==> config.mk <==
export PLATFORM = sky130hd
export DESIGN_NAME = bmc_top
export DESIGN_NICKNAME = d
export VERILOG_FILES = /design/src/rtl/bmc_i2c_slave.v /design/src/rtl/bmc_top.v
export VERILOG_INCLUDE_DIRS = /design/src /design/src/rtl
export SDC_FILE = /design/constraint.sdc
export NUM_CORES = 1
export LEC_CHECK = 0
export ABC_AREA = 0
export BUFFER_PORTS_ARGS = -buffer_cell sky130_fd_sc_hd__buf_4
export CORE_MARGIN = 4
export CORE_UTILIZATION = 56
export DETAILED_ROUTE_END_ITERATION = 16
export PLACE_DENSITY_LB_ADDON = 0.15
export SLEW_MARGIN = 20
export SYNTH_ARGS = -nofsm -noshare
export SYNTH_HDL_FRONTEND = slang
export SYNTH_SLANG_ARGS = --single-unit
==> constraint.sdc <==
create_clock -name core_clk_i -period 3.82 [get_ports core_clk_i]
set_clock_uncertainty 0.05 [all_clocks]
set_input_delay 0 -clock core_clk_i [delete_from_list [all_inputs] [get_ports core_clk_i]]
set_output_delay 0 -clock core_clk_i [all_outputs]
set_load 0.005 [all_outputs]
==> src/rtl/bmc_regs.vh <==
// Register map, field positions and timing constants of the battery
// monitor control block. Assumes a 50 MHz core clock.
//
// Summary of operation
// - Wake and enable regulator once cells 1-3 and supply pass power-on thresholds.
// - Stay awake until host sleep command or a monitored supply drops out.
// - Wake edge select 0 wakes on wake pin low, 1 on high.
// - Automatic scan drives sensor bias 5 ms in every 640 ms.
// - Wait 1 ms after bias on, then flag over-temp if thermistor low.
// - Selecting external temperature keeps bias on, routes thermistor, detects after 1 ms.
// - Auto scan off stops periodic scan; auto and manual scans coexist.
// - Bias force holds sensor bias on continuously, overriding both scans.
// - Host writes four-bit monitor select; device routes that selection.
// - Internal and external over-temperature are detected and presented by default.
// - Four user flags, each set or cleared by register write.
// - User flags survive sleep; forced reset clears them with all registers.
// - Slave only: never drives the serial clock, follows master clock.
// - Every byte moves most significant bit first.
// - Data changes only with clock low; changes with clock high are start/stop.
// - Watch for start condition; ignore the bus until one is seen.
// - Stop ends the transaction and returns the port to standby.
// - Control bit 7 puts device to sleep, clears on wake, keeps select.
// - Feature bit 2 forces a power-on reset clearing all registers.
// - Feature bits: 7 auto scan off, 5 bias force, 0 wake edge.
// - Feature writes need unlock bit 7 of write-enable; unlock resets 0.
`ifndef BMC_REGS_VH
`define BMC_REGS_VH

// ----------------------------------------------------------------------
// Serial port
// ----------------------------------------------------------------------
// Slave address value is arbitrary
`define BMC_SLV_ADDR 7'h28
`define BMC_ADDR_LAST 8'h0a

// ----------------------------------------------------------------------
// Register offsets
// ----------------------------------------------------------------------
`define BMC_A_MONSEL 8'h03
`define BMC_A_CTRL 8'h04
`define BMC_A_FEAT 8'h07
`define BMC_A_WREN 8'h08

// ----------------------------------------------------------------------
// Fields and reset values
// ----------------------------------------------------------------------
`define BMC_B_SLEEP 7
`define BMC_B_ASOFF 7
`define BMC_B_BFORCE 5
`define BMC_B_FPOR 2
`define BMC_B_WKDIS 1
`define BMC_B_WKEDGE 0
`define BMC_B_UNLOCK 7
`define BMC_B_UF3 4
`define BMC_B_UF2 3
`define BMC_B_UF1 6
`define BMC_B_UF0 5
`define BMC_SEL_EXT 4'h8
`define BMC_RST_FEAT 8'h00
`define BMC_RST_WREN 8'h00
`define BMC_RST_MONSEL 4'h0
// Synchronisers idle: supplies not yet good, wake and bus lines high
`define BMC_RST_SYNC 9'h013

// ----------------------------------------------------------------------
// Timing
// ----------------------------------------------------------------------
`define BMC_CLK_KHZ 50000
`define BMC_SCAN_WIN_US 5000
`define BMC_SCAN_PER_US 640000
`define BMC_SETTLE_US 1000

`endif

==> src/rtl/bmc_i2c_slave.v <==
// Byte-level serial slave: framing, address match, register pointer.
// Expects scl_s and sda_s already synchronised to clk_i.
`timescale 1ns/100ps
`default_nettype none
`include "bmc_regs.vh"

module bmc_i2c_slave (
  input  wire       clk_i,
  input  wire       rst_n_i,
  input  wire       scl_s_i,
  input  wire       sda_s_i,
  input  wire [7:0] rd_data_i,
  output wire       sda_oe_o,
  output reg        wr_o,
  output reg  [7:0] addr_o,
  output reg  [7:0] wdata_o
);

  localparam S_IDLE = 6'h01;
  localparam S_SLV  = 6'h02;
  localparam S_ADR  = 6'h04;
  localparam S_WR   = 6'h08;
  localparam S_RD   = 6'h10;
  localparam S_MACK = 6'h20;

  reg [5:0] st_q;
  reg [3:0] cnt_q;
  reg [7:0] sh_q;
  reg       ack_q;
  reg       rnw_q;
  reg       nack_q;
  reg       oe_q;
  reg       scl_p_q;
  reg       sda_p_q;

  wire scl_rise = scl_s_i & ~scl_p_q;
  wire scl_fall = ~scl_s_i & scl_p_q;
  // Data edges while the clock is high are framing only
  wire start = scl_s_i & scl_p_q & sda_p_q & ~sda_s_i;
  wire stop  = scl_s_i & scl_p_q & ~sda_p_q & sda_s_i;

  function [7:0] next_ptr;
    input [7:0] p;
    begin
      if (p == `BMC_ADDR_LAST) begin
        next_ptr = 8'h00;
      end else begin
        next_ptr = p + 8'h01;
      end
    end
  endfunction

  // Open drain: only ever pulls low, never touches the clock
  assign sda_oe_o = oe_q;

  always @(posedge clk_i or negedge rst_n_i) begin
    if (!rst_n_i) begin
      st_q <= S_IDLE;
      cnt_q <= 4'h0;
      sh_q <= 8'h00;
      ack_q <= 1'b0;
      rnw_q <= 1'b0;
      nack_q <= 1'b0;
      oe_q <= 1'b0;
      scl_p_q <= 1'b1;
      sda_p_q <= 1'b1;
      wr_o <= 1'b0;
      addr_o <= 8'h00;
      wdata_o <= 8'h00;
    end else begin
      scl_p_q <= scl_s_i;
      sda_p_q <= sda_s_i;
      wr_o <= 1'b0;
      if (start) begin
        st_q <= S_SLV;
        cnt_q <= 4'h0;
        ack_q <= 1'b0;
        oe_q <= 1'b0;
      end else if (stop) begin
        st_q <= S_IDLE;
        ack_q <= 1'b0;
        oe_q <= 1'b0;
      end else if (scl_rise) begin
        if (st_q == S_MACK) begin
          nack_q <= sda_s_i;
        end else if (!ack_q && cnt_q != 4'h8 && st_q != S_RD &&
                     st_q != S_IDLE) begin
          sh_q <= {sh_q[6:0], sda_s_i};
          cnt_q <= cnt_q + 4'h1;
        end
      end else if (scl_fall) begin
        if (ack_q) begin
          ack_q <= 1'b0;
          oe_q <= 1'b0;
          cnt_q <= 4'h0;
          case (st_q)
            S_SLV: begin
              if (rnw_q) begin
                st_q <= S_RD;
                sh_q <= rd_data_i;
                oe_q <= ~rd_data_i[7];
                cnt_q <= 4'h1;
              end else begin
                st_q <= S_ADR;
              end
            end
            S_ADR: st_q <= S_WR;
            S_WR: addr_o <= next_ptr(addr_o);
            default: st_q <= S_IDLE;
          endcase
        end else if (cnt_q == 4'h8) begin
          case (st_q)
            S_SLV: begin
              if (sh_q[7:1] == `BMC_SLV_ADDR) begin
                ack_q <= 1'b1;
                oe_q <= 1'b1;
                rnw_q <= sh_q[0];
              end else begin
                st_q <= S_IDLE;
              end
            end
            S_ADR: begin
              addr_o <= sh_q;
              ack_q <= 1'b1;
              oe_q <= 1'b1;
            end
            S_WR: begin
              wr_o <= 1'b1;
              wdata_o <= sh_q;
              ack_q <= 1'b1;
              oe_q <= 1'b1;
            end
            S_RD: begin
              oe_q <= 1'b0;
              addr_o <= next_ptr(addr_o);
              st_q <= S_MACK;
            end
            default: st_q <= S_IDLE;
          endcase
        end else if (st_q == S_RD) begin
          oe_q <= ~sh_q[3'h7 - cnt_q[2:0]];
          cnt_q <= cnt_q + 4'h1;
        end else if (st_q == S_MACK) begin
          if (nack_q) begin
            st_q <= S_IDLE;
          end else begin
            st_q <= S_RD;
            sh_q <= rd_data_i;
            oe_q <= ~rd_data_i[7];
            cnt_q <= 4'h1;
          end
        end
      end
    end
  end

endmodule
`default_nettype wire

==> src/rtl/bmc_top.v <==
// Control logic of the battery monitor front end: power state, wake,
// thermistor scan, monitor select, user flags and the serial port.
// All inputs except the clock and reset come from outside this domain.
`timescale 1ns/100ps
`default_nettype none
`include "bmc_regs.vh"

module bmc_top #(
  parameter [24:0] SCAN_WIN_CYC =
    `BMC_SCAN_WIN_US * (`BMC_CLK_KHZ / 1000),
  parameter [24:0] SCAN_PER_CYC =
    `BMC_SCAN_PER_US * (`BMC_CLK_KHZ / 1000),
  parameter [24:0] SETTLE_CYC =
    `BMC_SETTLE_US * (`BMC_CLK_KHZ / 1000)
) (
  input  wire       core_clk_i,
  input  wire       nrst_i,
  input  wire [2:0] cell_por_ok_i,
  input  wire       vcc_por_ok_i,
  input  wire       wake_pin_i,
  input  wire       thermistor_low_i,
  input  wire       int_over_temp_i,
  input  wire       scl_i,
  input  wire       sda_i,
  output wire       sda_o,
  output wire       sda_oe_o,
  output wire       regulator_output_o,
  output wire       sensor_bias_out_o,
  output wire [3:0] monitor_select_o,
  output wire       thermistor_route_o,
  output wire       ext_over_temp_o,
  output wire       int_over_temp_o,
  output wire [3:0] user_flags_o
);

  // --------------------------------------------------------------------
  // Reset release
  // --------------------------------------------------------------------
  reg [1:0] rst_sync_q;
  wire      rst_n;

  always @(posedge core_clk_i or negedge nrst_i) begin
    if (!nrst_i) begin
      rst_sync_q <= 2'b00;
    end else begin
      rst_sync_q <= {rst_sync_q[0], 1'b1};
    end
  end

  assign rst_n = rst_sync_q[1];

  // --------------------------------------------------------------------
  // Input synchronisers
  // --------------------------------------------------------------------
  // Bit order: cells[2:0], vcc, wake, thermistor, int temp, scl, sda
  wire [8:0] async_in;
  reg  [8:0] meta_q;
  reg  [8:0] sync_q;

  assign async_in = {cell_por_ok_i, vcc_por_ok_i, wake_pin_i,
                     thermistor_low_i, int_over_temp_i, scl_i, sda_i};

  always @(posedge core_clk_i or negedge rst_n) begin
    if (!rst_n) begin
      meta_q <= `BMC_RST_SYNC;
      sync_q <= `BMC_RST_SYNC;
    end else begin
      meta_q <= async_in;
      sync_q <= meta_q;
    end
  end

  wire por_ok     = &sync_q[8:5];
  wire wake_s     = sync_q[4];
  wire therm_lo_s = sync_q[3];
  wire int_ot_s   = sync_q[2];
  wire scl_s      = sync_q[1];
  wire sda_s      = sync_q[0];

  // --------------------------------------------------------------------
  // Serial port
  // --------------------------------------------------------------------
  wire       wr;
  wire [7:0] addr;
  wire [7:0] wdata;
  reg  [7:0] rd_data;

  bmc_i2c_slave u_slave (
    .clk_i     (core_clk_i),
    .rst_n_i   (rst_n),
    .scl_s_i   (scl_s),
    .sda_s_i   (sda_s),
    .rd_data_i (rd_data),
    .sda_oe_o  (sda_oe_o),
    .wr_o      (wr),
    .addr_o    (addr),
    .wdata_o   (wdata)
  );

  // Open-drain data line only ever pulls low
  assign sda_o = 1'b0;

  // --------------------------------------------------------------------
  // Registers
  // --------------------------------------------------------------------
  reg  [3:0] monsel_q;
  reg  [7:0] feat_q;
  reg  [7:0] wren_q;
  reg        awake_q;
  reg        por_ok_p_q;
  reg        wake_p_q;

  wire wr_monsel = wr && addr == `BMC_A_MONSEL;
  wire wr_ctrl   = wr && addr == `BMC_A_CTRL;
  wire wr_feat   = wr && addr == `BMC_A_FEAT &&
                   wren_q[`BMC_B_UNLOCK];
  wire wr_wren   = wr && addr == `BMC_A_WREN;

  // A forced reset acts like losing a supply, minus the sleep
  wire force_por = wr_feat & wdata[`BMC_B_FPOR];
  wire clr_all   = force_por | ~por_ok;

  wire auto_off   = feat_q[`BMC_B_ASOFF];
  wire bias_force = feat_q[`BMC_B_BFORCE];
  wire wake_dis   = feat_q[`BMC_B_WKDIS];
  wire wake_edge  = feat_q[`BMC_B_WKEDGE];

  always @(posedge core_clk_i or negedge rst_n) begin
    if (!rst_n) begin
      monsel_q <= `BMC_RST_MONSEL;
      feat_q <= `BMC_RST_FEAT;
      wren_q <= `BMC_RST_WREN;
    end else if (clr_all) begin
      monsel_q <= `BMC_RST_MONSEL;
      feat_q <= `BMC_RST_FEAT;
      wren_q <= `BMC_RST_WREN;
    end else begin
      if (wr_monsel) begin
        monsel_q <= wdata[3:0];
      end
      if (wr_feat) begin
        // Bit 2 is an action and bits 4:3 are spare; none is stored
        feat_q <= wdata & 8'he3;
      end
      if (wr_wren) begin
        // Flags sit in plain flops that sleep never touches
        wren_q <= wdata & 8'hf8;
      end
    end
  end

  // --------------------------------------------------------------------
  // Power state
  // --------------------------------------------------------------------
  // Wake only on an edge of the chosen sense, so a pin held at its
  // active level after a sleep command does not wake the device at once
  wire wake_fall = wake_p_q & ~wake_s;
  wire wake_rise = ~wake_p_q & wake_s;
  wire wake_evt  = (wake_edge ? wake_rise : wake_fall) &
                   ~wake_dis;

  always @(posedge core_clk_i or negedge rst_n) begin
    if (!rst_n) begin
      awake_q <= 1'b0;
      por_ok_p_q <= 1'b0;
      wake_p_q <= 1'b1;
    end else begin
      por_ok_p_q <= por_ok;
      wake_p_q <= wake_s;
      if (!por_ok) begin
        awake_q <= 1'b0;
      end else if (!por_ok_p_q) begin
        awake_q <= 1'b1;
      end else if (wr_ctrl && wdata[`BMC_B_SLEEP]) begin
        awake_q <= 1'b0;
      end else if (!awake_q && wake_evt) begin
        awake_q <= 1'b1;
      end
    end
  end

  assign regulator_output_o = awake_q;

  // --------------------------------------------------------------------
  // Automatic thermistor scan
  // --------------------------------------------------------------------
  // Runs from the core clock even while the regulator is off
  reg  [24:0] scan_cnt_q;
  wire        auto_on;

  always @(posedge core_clk_i or negedge rst_n) begin
    if (!rst_n) begin
      scan_cnt_q <= 25'h0;
    end else if (clr_all || auto_off) begin
      scan_cnt_q <= 25'h0;
    end else if (scan_cnt_q == SCAN_PER_CYC - 25'h1) begin
      scan_cnt_q <= 25'h0;
    end else begin
      scan_cnt_q <= scan_cnt_q + 25'h1;
    end
  end

  assign auto_on = ~auto_off & (scan_cnt_q < SCAN_WIN_CYC);

  // --------------------------------------------------------------------
  // Bias and settle
  // --------------------------------------------------------------------
  wire manual_on = monsel_q == `BMC_SEL_EXT;
  // Any source keeps the bias up; an overlap of auto and manual just
  // merges into one longer on period
  wire bias_on = bias_force | manual_on | auto_on;

  reg  [24:0] settle_cnt_q;
  reg         ext_ot_q;
  wire        settled;

  always @(posedge core_clk_i or negedge rst_n) begin
    if (!rst_n) begin
      settle_cnt_q <= 25'h0;
    end else if (!bias_on || clr_all) begin
      settle_cnt_q <= 25'h0;
    end else if (!settled) begin
      settle_cnt_q <= settle_cnt_q + 25'h1;
    end
  end

  assign settled = settle_cnt_q == SETTLE_CYC;

  // Sample once settled; with a held bias the flag keeps tracking
  always @(posedge core_clk_i or negedge rst_n) begin
    if (!rst_n) begin
      ext_ot_q <= 1'b0;
    end else if (clr_all) begin
      ext_ot_q <= 1'b0;
    end else if (bias_on && settled) begin
      ext_ot_q <= therm_lo_s;
    end
  end

  // --------------------------------------------------------------------
  // Outputs
  // --------------------------------------------------------------------
  assign sensor_bias_out_o = bias_on;
  assign monitor_select_o = monsel_q;
  assign thermistor_route_o = manual_on;
  assign ext_over_temp_o = ext_ot_q;
  assign int_over_temp_o = int_ot_s;
  assign user_flags_o = {wren_q[`BMC_B_UF3], wren_q[`BMC_B_UF2],
                         wren_q[`BMC_B_UF1], wren_q[`BMC_B_UF0]};

  // --------------------------------------------------------------------
  // Read data
  // --------------------------------------------------------------------
  // Sleep bit reads as the inverse of the awake state, so it is seen
  // to clear by itself on wake
  always @* begin
    case (addr)
      `BMC_A_MONSEL: rd_data = {4'h0, monsel_q};
      `BMC_A_CTRL:   rd_data = {~awake_q, 7'h00};
      `BMC_A_FEAT:   rd_data = feat_q;
      `BMC_A_WREN:   rd_data = wren_q;
      default:       rd_data = 8'h00;
    endcase
  end

endmodule
`default_nettype wire

# Word level (Yosys, flattened, before mapping)
# Cells that the tools add are included.
[word_totals] regBits=135 in_bits=11 elab_cells=233 output_inout_bits=15
[op_classes] addsub=5 n_lt_le_gt_ge=2 eq_ne=41 reduce_logical=40 mux=90 bitwise_logic=31
[op_table] cell="$mux 8" n=19
[op_table] cell="$mux 25" n=4
[op_table] cell="$mux 4" n=14
[op_table] cell="$mux 6" n=9
[op_table] cell="$add 25x1->25 const B" n=2
[op_table] cell="$pmux 6 s3" n=2
[op_table] cell="$mux 1" n=35
[op_table] cell="$pmux 8 s4" n=1
[op_table] cell="$reduce_and 7->1" n=4
[op_table] cell="$eq 25x16->1 const B" n=1
[op_table] cell="$eq 25x25->1 const B" n=1
[op_table] cell="$lt 25x18->1 const B" n=1
[op_table] cell="$eq 8x3->1 const B" n=2
[op_table] cell="$eq 8x4->1 const B" n=2
[op_table] cell="$not 1->1" n=16
[op_table] cell="$pmux 8 s2" n=1
[op_table] cell="$ne 3x3->1 const B" n=5
[op_table] cell="$and 1x1->1" n=12
[op_table] cell="$ne 6x3->1 const B" n=2
[op_table] cell="$ne 6x5->1 const B" n=2
[op_table] cell="$reduce_bool 2->1" n=6
[op_table] cell="$reduce_bool 3->1" n=4
[op_table] cell="$logic_and 1x1->1" n=11
[op_table] cell="$reduce_and 11->1" n=1
[op_table] cell="38 further kinds" n=52

# Logic depth before layout (Yosys ltp)
# Gate-level depths: netlist of run 1.
[depth] depth_word=12 ltp_mapped=9 ltp_nobuf=8

# Cells and area by module
# A second synthesis of run 1 with hierarchy kept.
[hier_totals] cells_unflattened=650 hier_area_um2=6662.6
[by_module_without_submodules] mod="bmc_top" area_each_um2=4081.4 cells_per_inst=394 instances=1 seq_area_each_um2=2210.9
[by_module_without_submodules] mod="bmc_i2c_slave" area_each_um2=2581.2 cells_per_inst=256 instances=1 seq_area_each_um2=1029.7

# Worst setup path before layout of run 1
# No wires, ideal clock.
[synth_timing] kind="register -> register" startpoint="reg u_slave.st_q[1]" endpoint="reg u_slave.sh_q[0]" setup_slack_ns=1.724 setup_time_ns=0.125 stages_incl_launch_ff=6 path_buffers=0 arrival_ns=1.921 period_less_slack_ns=2.096 required_ns=3.645 cell_sequence="dfrtp_1 or4_4 nor4_4 o21bai_2 a21oi_4 mux2_2"
[synth_between] elab_chain_len=5 word_cells_on_any_way=13 classes_between="eq/ne: 9; reduce/logical: 4"
[synth_lines] element="start: declaration" line="bmc_i2c_slave.v:26" source="reg [5:0] st_q;"
[synth_lines] element="start signal: assignment" line="bmc_i2c_slave.v:58" source="st_q <= S_IDLE;"
[synth_lines] element="start signal: assignment" line="bmc_i2c_slave.v:75" source="st_q <= S_SLV;"
[synth_lines] element="start signal: assignment" line="bmc_i2c_slave.v:80" source="st_q <= S_IDLE;"
[synth_lines] element="$ne 6x5->1" line="bmc_i2c_slave.v:86" source="end else if (!ack_q && cnt_q != 4'h8 && st_q != S_RD &&"
[synth_lines] element="$logic_and 1x1->1 (2 in series)" line="bmc_i2c_slave.v:86"
[synth_lines] element="$ne 2x2->1 (no source line)"
[synth_lines] element="$reduce_and 11->1 (no source line) *"
[synth_lines] element="end signal: assignment" line="bmc_i2c_slave.v:88" source="sh_q <= {sh_q[6:0], sda_s_i};"
[synth_lines] element="end signal: assignment" line="bmc_i2c_slave.v:100" source="sh_q <= rd_data_i;"
[synth_lines] element="end signal: assignment" line="bmc_i2c_slave.v:148" source="sh_q <= rd_data_i;"
[synth_lines] element="end: declaration" line="bmc_i2c_slave.v:28" source="reg [7:0] sh_q;"
# Every way passes the cells marked *; elsewhere a longest branch is shown, timed or not.
# A chain may end at the register's enable or synchronous reset.

# Worst setup path after layout of run 1
[layout_timing] startpoint="reg u_slave.addr_o[5]" endpoint="reg scan_cnt_q[6]"
[layout_between] elab_chain_len=7
[layout_lines] element="start: declaration" line="bmc_i2c_slave.v:15" source="output reg [7:0] addr_o,"
[layout_lines] element="start signal: assignment" line="bmc_i2c_slave.v:108" source="S_WR: addr_o <= next_ptr(addr_o);"
[layout_lines] element="start signal: assignment" line="bmc_i2c_slave.v:123" source="addr_o <= sh_q;"
[layout_lines] element="start signal: assignment" line="bmc_i2c_slave.v:135" source="addr_o <= next_ptr(addr_o);"
[layout_lines] element="$eq 8x3->1"
[layout_lines] element="$logic_and 1x1->1 (no source line)"
[layout_lines] element="$logic_and 1x1->1" line="bmc_top.v:115" source="wire wr_feat = wr && addr == `BMC_A_FEAT &&"
[layout_lines] element="$and 1x1->1" line="bmc_top.v:120" source="wire force_por = wr_feat & wdata[`BMC_B_FPOR];"
[layout_lines] element="$or 1x1->1" line="bmc_top.v:121" source="wire clr_all = force_por | ~por_ok;"
[layout_lines] element="$logic_or 1x1->1" line="bmc_top.v:194" source="end else if (clr_all || auto_off) begin"
[layout_lines] element="$mux 25" line="bmc_top.v:194"
[layout_lines] element="end signal: assignment" line="bmc_top.v:199" source="scan_cnt_q <= scan_cnt_q + 25'h1;"
[layout_lines] element="end: declaration" line="bmc_top.v:188" source="reg [24:0] scan_cnt_q;"
# Every way passes these cells.

==> results of run 1 <==
state kept, by name, summed over array words and instances, names as in the netlist, 2 cells and up:
signal,cells
feat_q,5
meta_q,9
monitor_select_o,4
rst_sync_q,2
scan_cnt_q,25
settle_cnt_q,25
sync_q,9
u_slave.addr_o,8
u_slave.cnt_q,4
u_slave.sh_q,8
u_slave.st_q,6
u_slave.wdata_o,8
wren_q,5
through the flow:
step / area (sq um) / utilization / setup WS [ns] / power, mW / cells
final: 7360 / 0.670 / 1.24 / 3.89 / 819
after detailed placement: 6640 / 0.605 / 1.25 / 2.29 / 775
after floorplan: 6390 / - / 1.63 / 2.13 / 629
after CTS: 7340 / 0.668 / 1.25 / 3.90 / 818
after global placement: 6640 / 0.605 / 1.38 / 2.28 / 775
after global routing: 7360 / 0.670 / 0.997 / 4.09 / 819
synth_stat cells (10+ instances only):
cell type,instances
nor2_1,99
inv_1,18
and3_1,18
mux2i_1,10
o21ai_0,18
nand3_1,28
nor4_1,10
nand2_1,55
xnor2_1,27
xor2_1,21
dfstp_2,10
dfrtp_1,119
nand4_1,13
mux2_2,20
a21oi_1,17
nor3_1,10
report_power, final:
| part | internal, mW | total [mW] | switching (mW) |
|---|---|---|---|
| sequential | 1.46 | 1.60 | 0.139 |
| combinational | 0.291 | 0.697 | 0.407 |
| clock | 0.998 | 1.59 | 0.589 |
| total | 2.75 | 3.89 | 1.13 |
critical path: cells and delay by family, from the launching register on:
kind	cells	cell delay (ns)
AOI/OAI and AO/OA	1	0.15
DFF	1	0.42
and+or+nand+nor	5	1.81
cells in the final DEF, fill, tap and decap left out, types with 13 or more instances in the layout:
cell type | Yosys | layout
xnor2_1 | 27 | 27
nand2_1 | 55 | 55
buf_4 | 9 | 24
and3_1 | 18 | 18
clkbuf_16 | 0 | 17
nand4_1 | 13 | 13
dfrtp_1 | 119 | 118
o21ai_0 | 18 | 18
inv_1 | 18 | 18
mux2_2 | 20 | 20
nand3_1 | 28 | 28
xor2_1 | 21 | 21
a21oi_1 | 17 | 17
nor2_1 | 99 | 99
final timing paths:
path                                               start                          end  slack (ns)  cells past startpoint
setup / recovery           u_slave.addr_o[5]$_DFFE_PN0P_      scan_cnt_q[6]$_DFF_PN0_        1.24                      6
hold / removal                           int_over_temp_i          meta_q[2]$_DFF_PN0_        0.18                      2
setup reg to reg           u_slave.addr_o[5]$_DFFE_PN0P_      scan_cnt_q[6]$_DFF_PN0_        1.24                      6
hold reg to reg                  rst_sync_q[1]$_DFF_PN0_  ext_over_temp_o$_DFFE_PN0P_        0.27                      0
max in group asynchronous        rst_sync_q[1]$_DFF_PN0_    u_slave.ack_q$_DFFE_PN0P_        2.54                      2
min in group asynchronous        rst_sync_q[1]$_DFF_PN0_  ext_over_temp_o$_DFFE_PN0P_        0.27                      0
repair_timing:
action,4_1_cts,5_1_grt
buffers inserted,0,0
hold buffers,11,0
endpoints found under the hold margin,11,0
area by class of cell:
type | count | area [sq um]
inverters | 18 | 67.6
repair buffers | 37 | 330
clock buffers | 21 | 460
well taps | 140 | 175
fillers | 856 | 3620
multi-input cells | 463 | 2960
flip-flops and latches | 129 | 3240
clock inverters | 11 | 128
routing by layer:
metal	wire, um	track usage	vias to the layer above	share of wire
li1	-	-	2293	-
met1	5990	0.301	2361	0.45
met2	6520	0.352	122	0.49
met3	563	0.0611	28	0.042
met4	308	0.0923	0	0.023
met5	0	0	-	0
cell families after synthesis:
logic type | after synthesis
simple gates | 286
flops | 129
compound gates | 86
xor+xnor | 48
buf+inv | 37
mux | 33
fa+ha+maj | 8
other cells | 2
==> results.cfg, run 1 <==
[detailed_routing]
route.vias.total = 4804
drt_iter0_drc = 540
drtPass1Iterations = 5
viasPerCell = 5.87
routed_wirelength_um = 13400
wire_per_inst_um = 16.3
drcViolationCount = 0
ant_nets = 0

[setup_path]
endpoint_kind = register
worst-setup-path-type = reg2reg
cpPeakStageDelay_ns = 0.60
cp.required_ns = 4.03
start_kind = register
crit_path_top_delay_cell = nand2_1
critical_path.cell_chain = or4_1 -> nor2_1 -> and3_1 -> a21oi_2 -> nand2_1 -> nor2_1
worstPathMaxFanout = 23
crit_arrival_ns = 2.80
crit_top_cell = nor2_1

[timing]
relSlewSlack = 0.373
hold_viol_final = 0
drv_slew = 0
period_needed_ns = 2.58
grt_setup_unrepaired = false
max_freq_mhz = 387
period_share = 0.676
worst_hold_slack_ns = 0.182
setup_viol = 0
tns_ns = 0
worstMarginPinSlew_ns = 0.937

[clock_tree]
numCtsBuffers = 17
post_cts_resized = 0
cts_sinks = 129
clk_pin_slew_ns = 0.06
h-tree-depth = 4
worstSkewPairLatency_ns = 0.42
cts_tree = yes
clk_root_buffer_cell = clkbuf_16
clk_path_buf_depth = 2

[synth]
synth.mux.area_fraction = 0.0603
ys_ff_latch = 129
ys_warn_count = 0
synth-compound-area-share = 0.0948
synth_fp_nets = 648
synthXorXnorAreaFrac = 0.0658
synth_top_family_by_area = simple AND/OR/NAND/NOR gates
synth.distinct_cells = 70
synth_area_sq_mm = 0.00639
yosysSeqAreaShare = 0.507
synth_fa_ha_area_frac = 0.0157
synth-simple-area-share = 0.225
async_reset_ff_frac = 1.00
avgSynthCellArea_sq_um = 10.2
synth_edf_count = 0
yosysTopAreaCellShare = 0.466
ys_top_cells_by_area = dfrtp_1, nor2_1, dfstp_2, xnor2_1, mux2_2
syn_inst = 629
synth_top_area_cell = dfrtp_1
synth_ff_type = dfrtp_1

[global_routing]
antenna_found_initial = 0
overflow = 0
grt_pass1_wl_um = 23600
grt_usage = 0.225
grt_max_degree = 86
grt_pass1_vias = 4927

[pwr]
p_leak_nw = 3.18
ir_drop_uv = 392
p_per_area_mw_per_mm2 = 528

[final_layout]
nNetsFinal = 685
syn_to_final_growth_pct = 15.2
drive_gt1_frac = 0.156
antenna_cells = 0

[placed_design]
io_buffers = 24
hpwl_um = 9150
gp_congestion = 0.886

[die]
dieArea_sq_mm = 0.0132
start_util = 0.582
core_area_sq_mm = 0.0110
std_cell_rows = 38
num_io_pins = 26
die_w_um = 115
die_h_um = 115

[run_status]
outcome = complete, no violations

[worst_hold_path]
hold_path.class = in2reg

[flow_run]
max_cap_viol_count = 0
(Power assumes the default switching activity.)
==> inputs of run 2 (changes only) <==
- CORE_UTILIZATION: 56 -> 62
- clock period: 3.82 -> 2.45 ns (I/O delays scaled with it)
==> results.cfg, run 2 (same netlist as run 1, synthesis figures left out) <==
[timing]
tns_ns = 0
max_freq_mhz = 428
relSlewSlack = 0.532
period_share = 0.955
worstMarginPinSlew_ns = 0.700
setup_viol = 0
hold_viol_final = 0
drv_slew = 0
worst_hold_slack_ns = 0.0773
period_needed_ns = 2.34

[detailed_routing]
viasPerCell = 5.99
route.vias.total = 4984
ant_nets = 0
wire_per_inst_um = 16.9
drcViolationCount = 0
routed_wirelength_um = 14100
drt_iter0_drc = 315
drtPass1Iterations = 5

[flow_run]
max_cap_viol_count = 0

[clock_tree]
numCtsBuffers = 17
clk_path_buf_depth = 2
clk_root_buffer_cell = clkbuf_8
h-tree-depth = 4
clk_pin_slew_ns = 0.06
cts_sinks = 129
worstSkewPairLatency_ns = 0.53
cts_tree = yes

[final_layout]
nNetsFinal = 705
top_regs = scan_cnt_q (25), settle_cnt_q (25)
mostFrequentLayoutCells = dfrtp_1, nor2_1, nand2_1, buf_4, nand3_1
fin_util = 0.766
stdcell_count = 832
syn_to_final_growth_pct = 18.8
antenna_cells = 0
final_common_cell = dfrtp_1
drive_gt1_frac = 0.187

[worst_hold_path]
whs_endpoint = meta_q[8]$_DFF_PN0_
hold_path.class = in2reg
min-delay-start = cell_por_ok_i[2]
min_delay_path_depth = 2

[placed_design]
placed_cells = 786
io_buffers = 24
hpwl_um = 9200
gp_congestion = 0.898

[setup_path]
cp.required_ns = 2.40
start_kind = register
worstPathMaxFanout = 6
r2r-end = u_slave.sh_q[7]$_DFFE_PN0P_
worst-setup-path-type = reg2out
crit_arrival_ns = 2.29
r2r-start = u_slave.st_q[1]$_DFFE_PN0P_
r2r_cells = 5
r2r_slack_ns = 0.16
endpoint_kind = primary output

[pwr]
p_per_area_mw_per_mm2 = 851
finalPower_mw = 6.45
internal-power_mw = 4.60
switching_share = 0.288
p_leak_nw = 3.33
ir_drop_uv = 819
p_switching_mw = 1.86
power_frac_comb = 0.183
power_frac_seq = 0.385
clkPwrFrac = 0.431

[global_routing]
grt_max_degree = 51
grt_pass1_vias = 4875
antenna_found_initial = 0
grt_usage = 0.259
grt_pass1_wl_um = 23900
overflow = 0

[die]
die_h_um = 110
die_w_um = 110
dieArea_sq_mm = 0.0120
start_util = 0.645
core_area_sq_mm = 0.00991
num_io_pins = 26
std_cell_rows = 36

[run_status]
outcome = complete, no violations
==> run 2: cell count changes in the layout (fill, tap and decap cells not counted), sizes merged <==
cell,change
buf,+20
bufinv,+3
clkbuf,-3
clkinv,+1
clkinvlp,-3
inv,+2
==> run 2: worst max-delay path by stage <==
stage	start	endpoint	slack (ns)	depth (start not counted)
CTS	scan_cnt_q[13]$_DFF_PN0_	sensor_bias_out_o	0.01	5
detailed placement	u_slave.st_q[1]$_DFFE_PN0P_	u_slave.sh_q[2]$_DFFE_PN0P_	0.20	5
floorplan	rst_sync_q[1]$_DFF_PN0_	ext_over_temp_o$_DFFE_PN0P_	0.26	0
global route	scan_cnt_q[13]$_DFF_PN0_	sensor_bias_out_o	-0.0001	5
global placement	u_slave.st_q[1]$_DFFE_PN0P_	u_slave.sh_q[0]$_DFFE_PN0P_	0.26	5
finish	scan_cnt_q[13]$_DFF_PN0_	sensor_bias_out_o	0.11	5
==> run 2: routing by layer <==
layer  wire [um]  up-vias  track usage
li1            -     2332            -
met1        6080     2479        0.334
met2        7030      152        0.422
met3         770       21       0.0810
met4         171        0       0.0784
met5           0        -            0
==> run 2: layout make-up <==
| cell class | instances | area, sq um |
|---|---|---|
| Sequential cell | 129 | 3250 |
| Multi-Input combinational cell | 463 | 2960 |
| Fill cell | 662 | 2320 |
| Timing Repair Buffer | 57 | 493 |
| Clock buffer | 18 | 428 |
| Clock inverter | 14 | 225 |
| Tap cell | 133 | 166 |
| Inverter | 18 | 67.6 |
==> run 2: timing repair <==
| item | CTS | global route |
|---|---|---|
| gates resized for setup | 1 | 2 |
| gates cloned | 0 | 0 |
| hold buffers | 11 | 0 |
| buffers inserted | 0 | 3 |
| endpoints found under the hold margin | 11 | 0 |
| endpoints found under the setup margin | 1 | 1 |
==> run 2: critical path, cell delays in order (launching register included) <==
cell     delay (ns)
dfrtp_2        0.44
or4_1          0.53
or3_1          0.39
a21oi_2        0.16
o21ai_2        0.10
buf_4          0.16
==> run 2: power groups by stage <==
stage / sequential (mW) / combinational [mW] / clock [mW]
2_1_floorplan: 2.48 / 0.842 / 0
4_1_cts: 2.48 / 1.17 / 2.83
3_5_place_dp: 2.52 / 1.15 / 0
3_3_place_gp: 2.51 / 1.13 / 0
5_1_grt: 2.50 / 1.32 / 2.95
6_report: 2.49 / 1.18 / 2.78
==> run 2: metrics by stage <==
step                      instance area [sq um]  setup WS, ns
final                                      7590         0.111
after global routing                       7590     -0.000120
after CTS                                  7560        0.0147
after detailed placement                   6790         0.203
after global placement                     6790         0.258
after floorplan                            6390         0.261
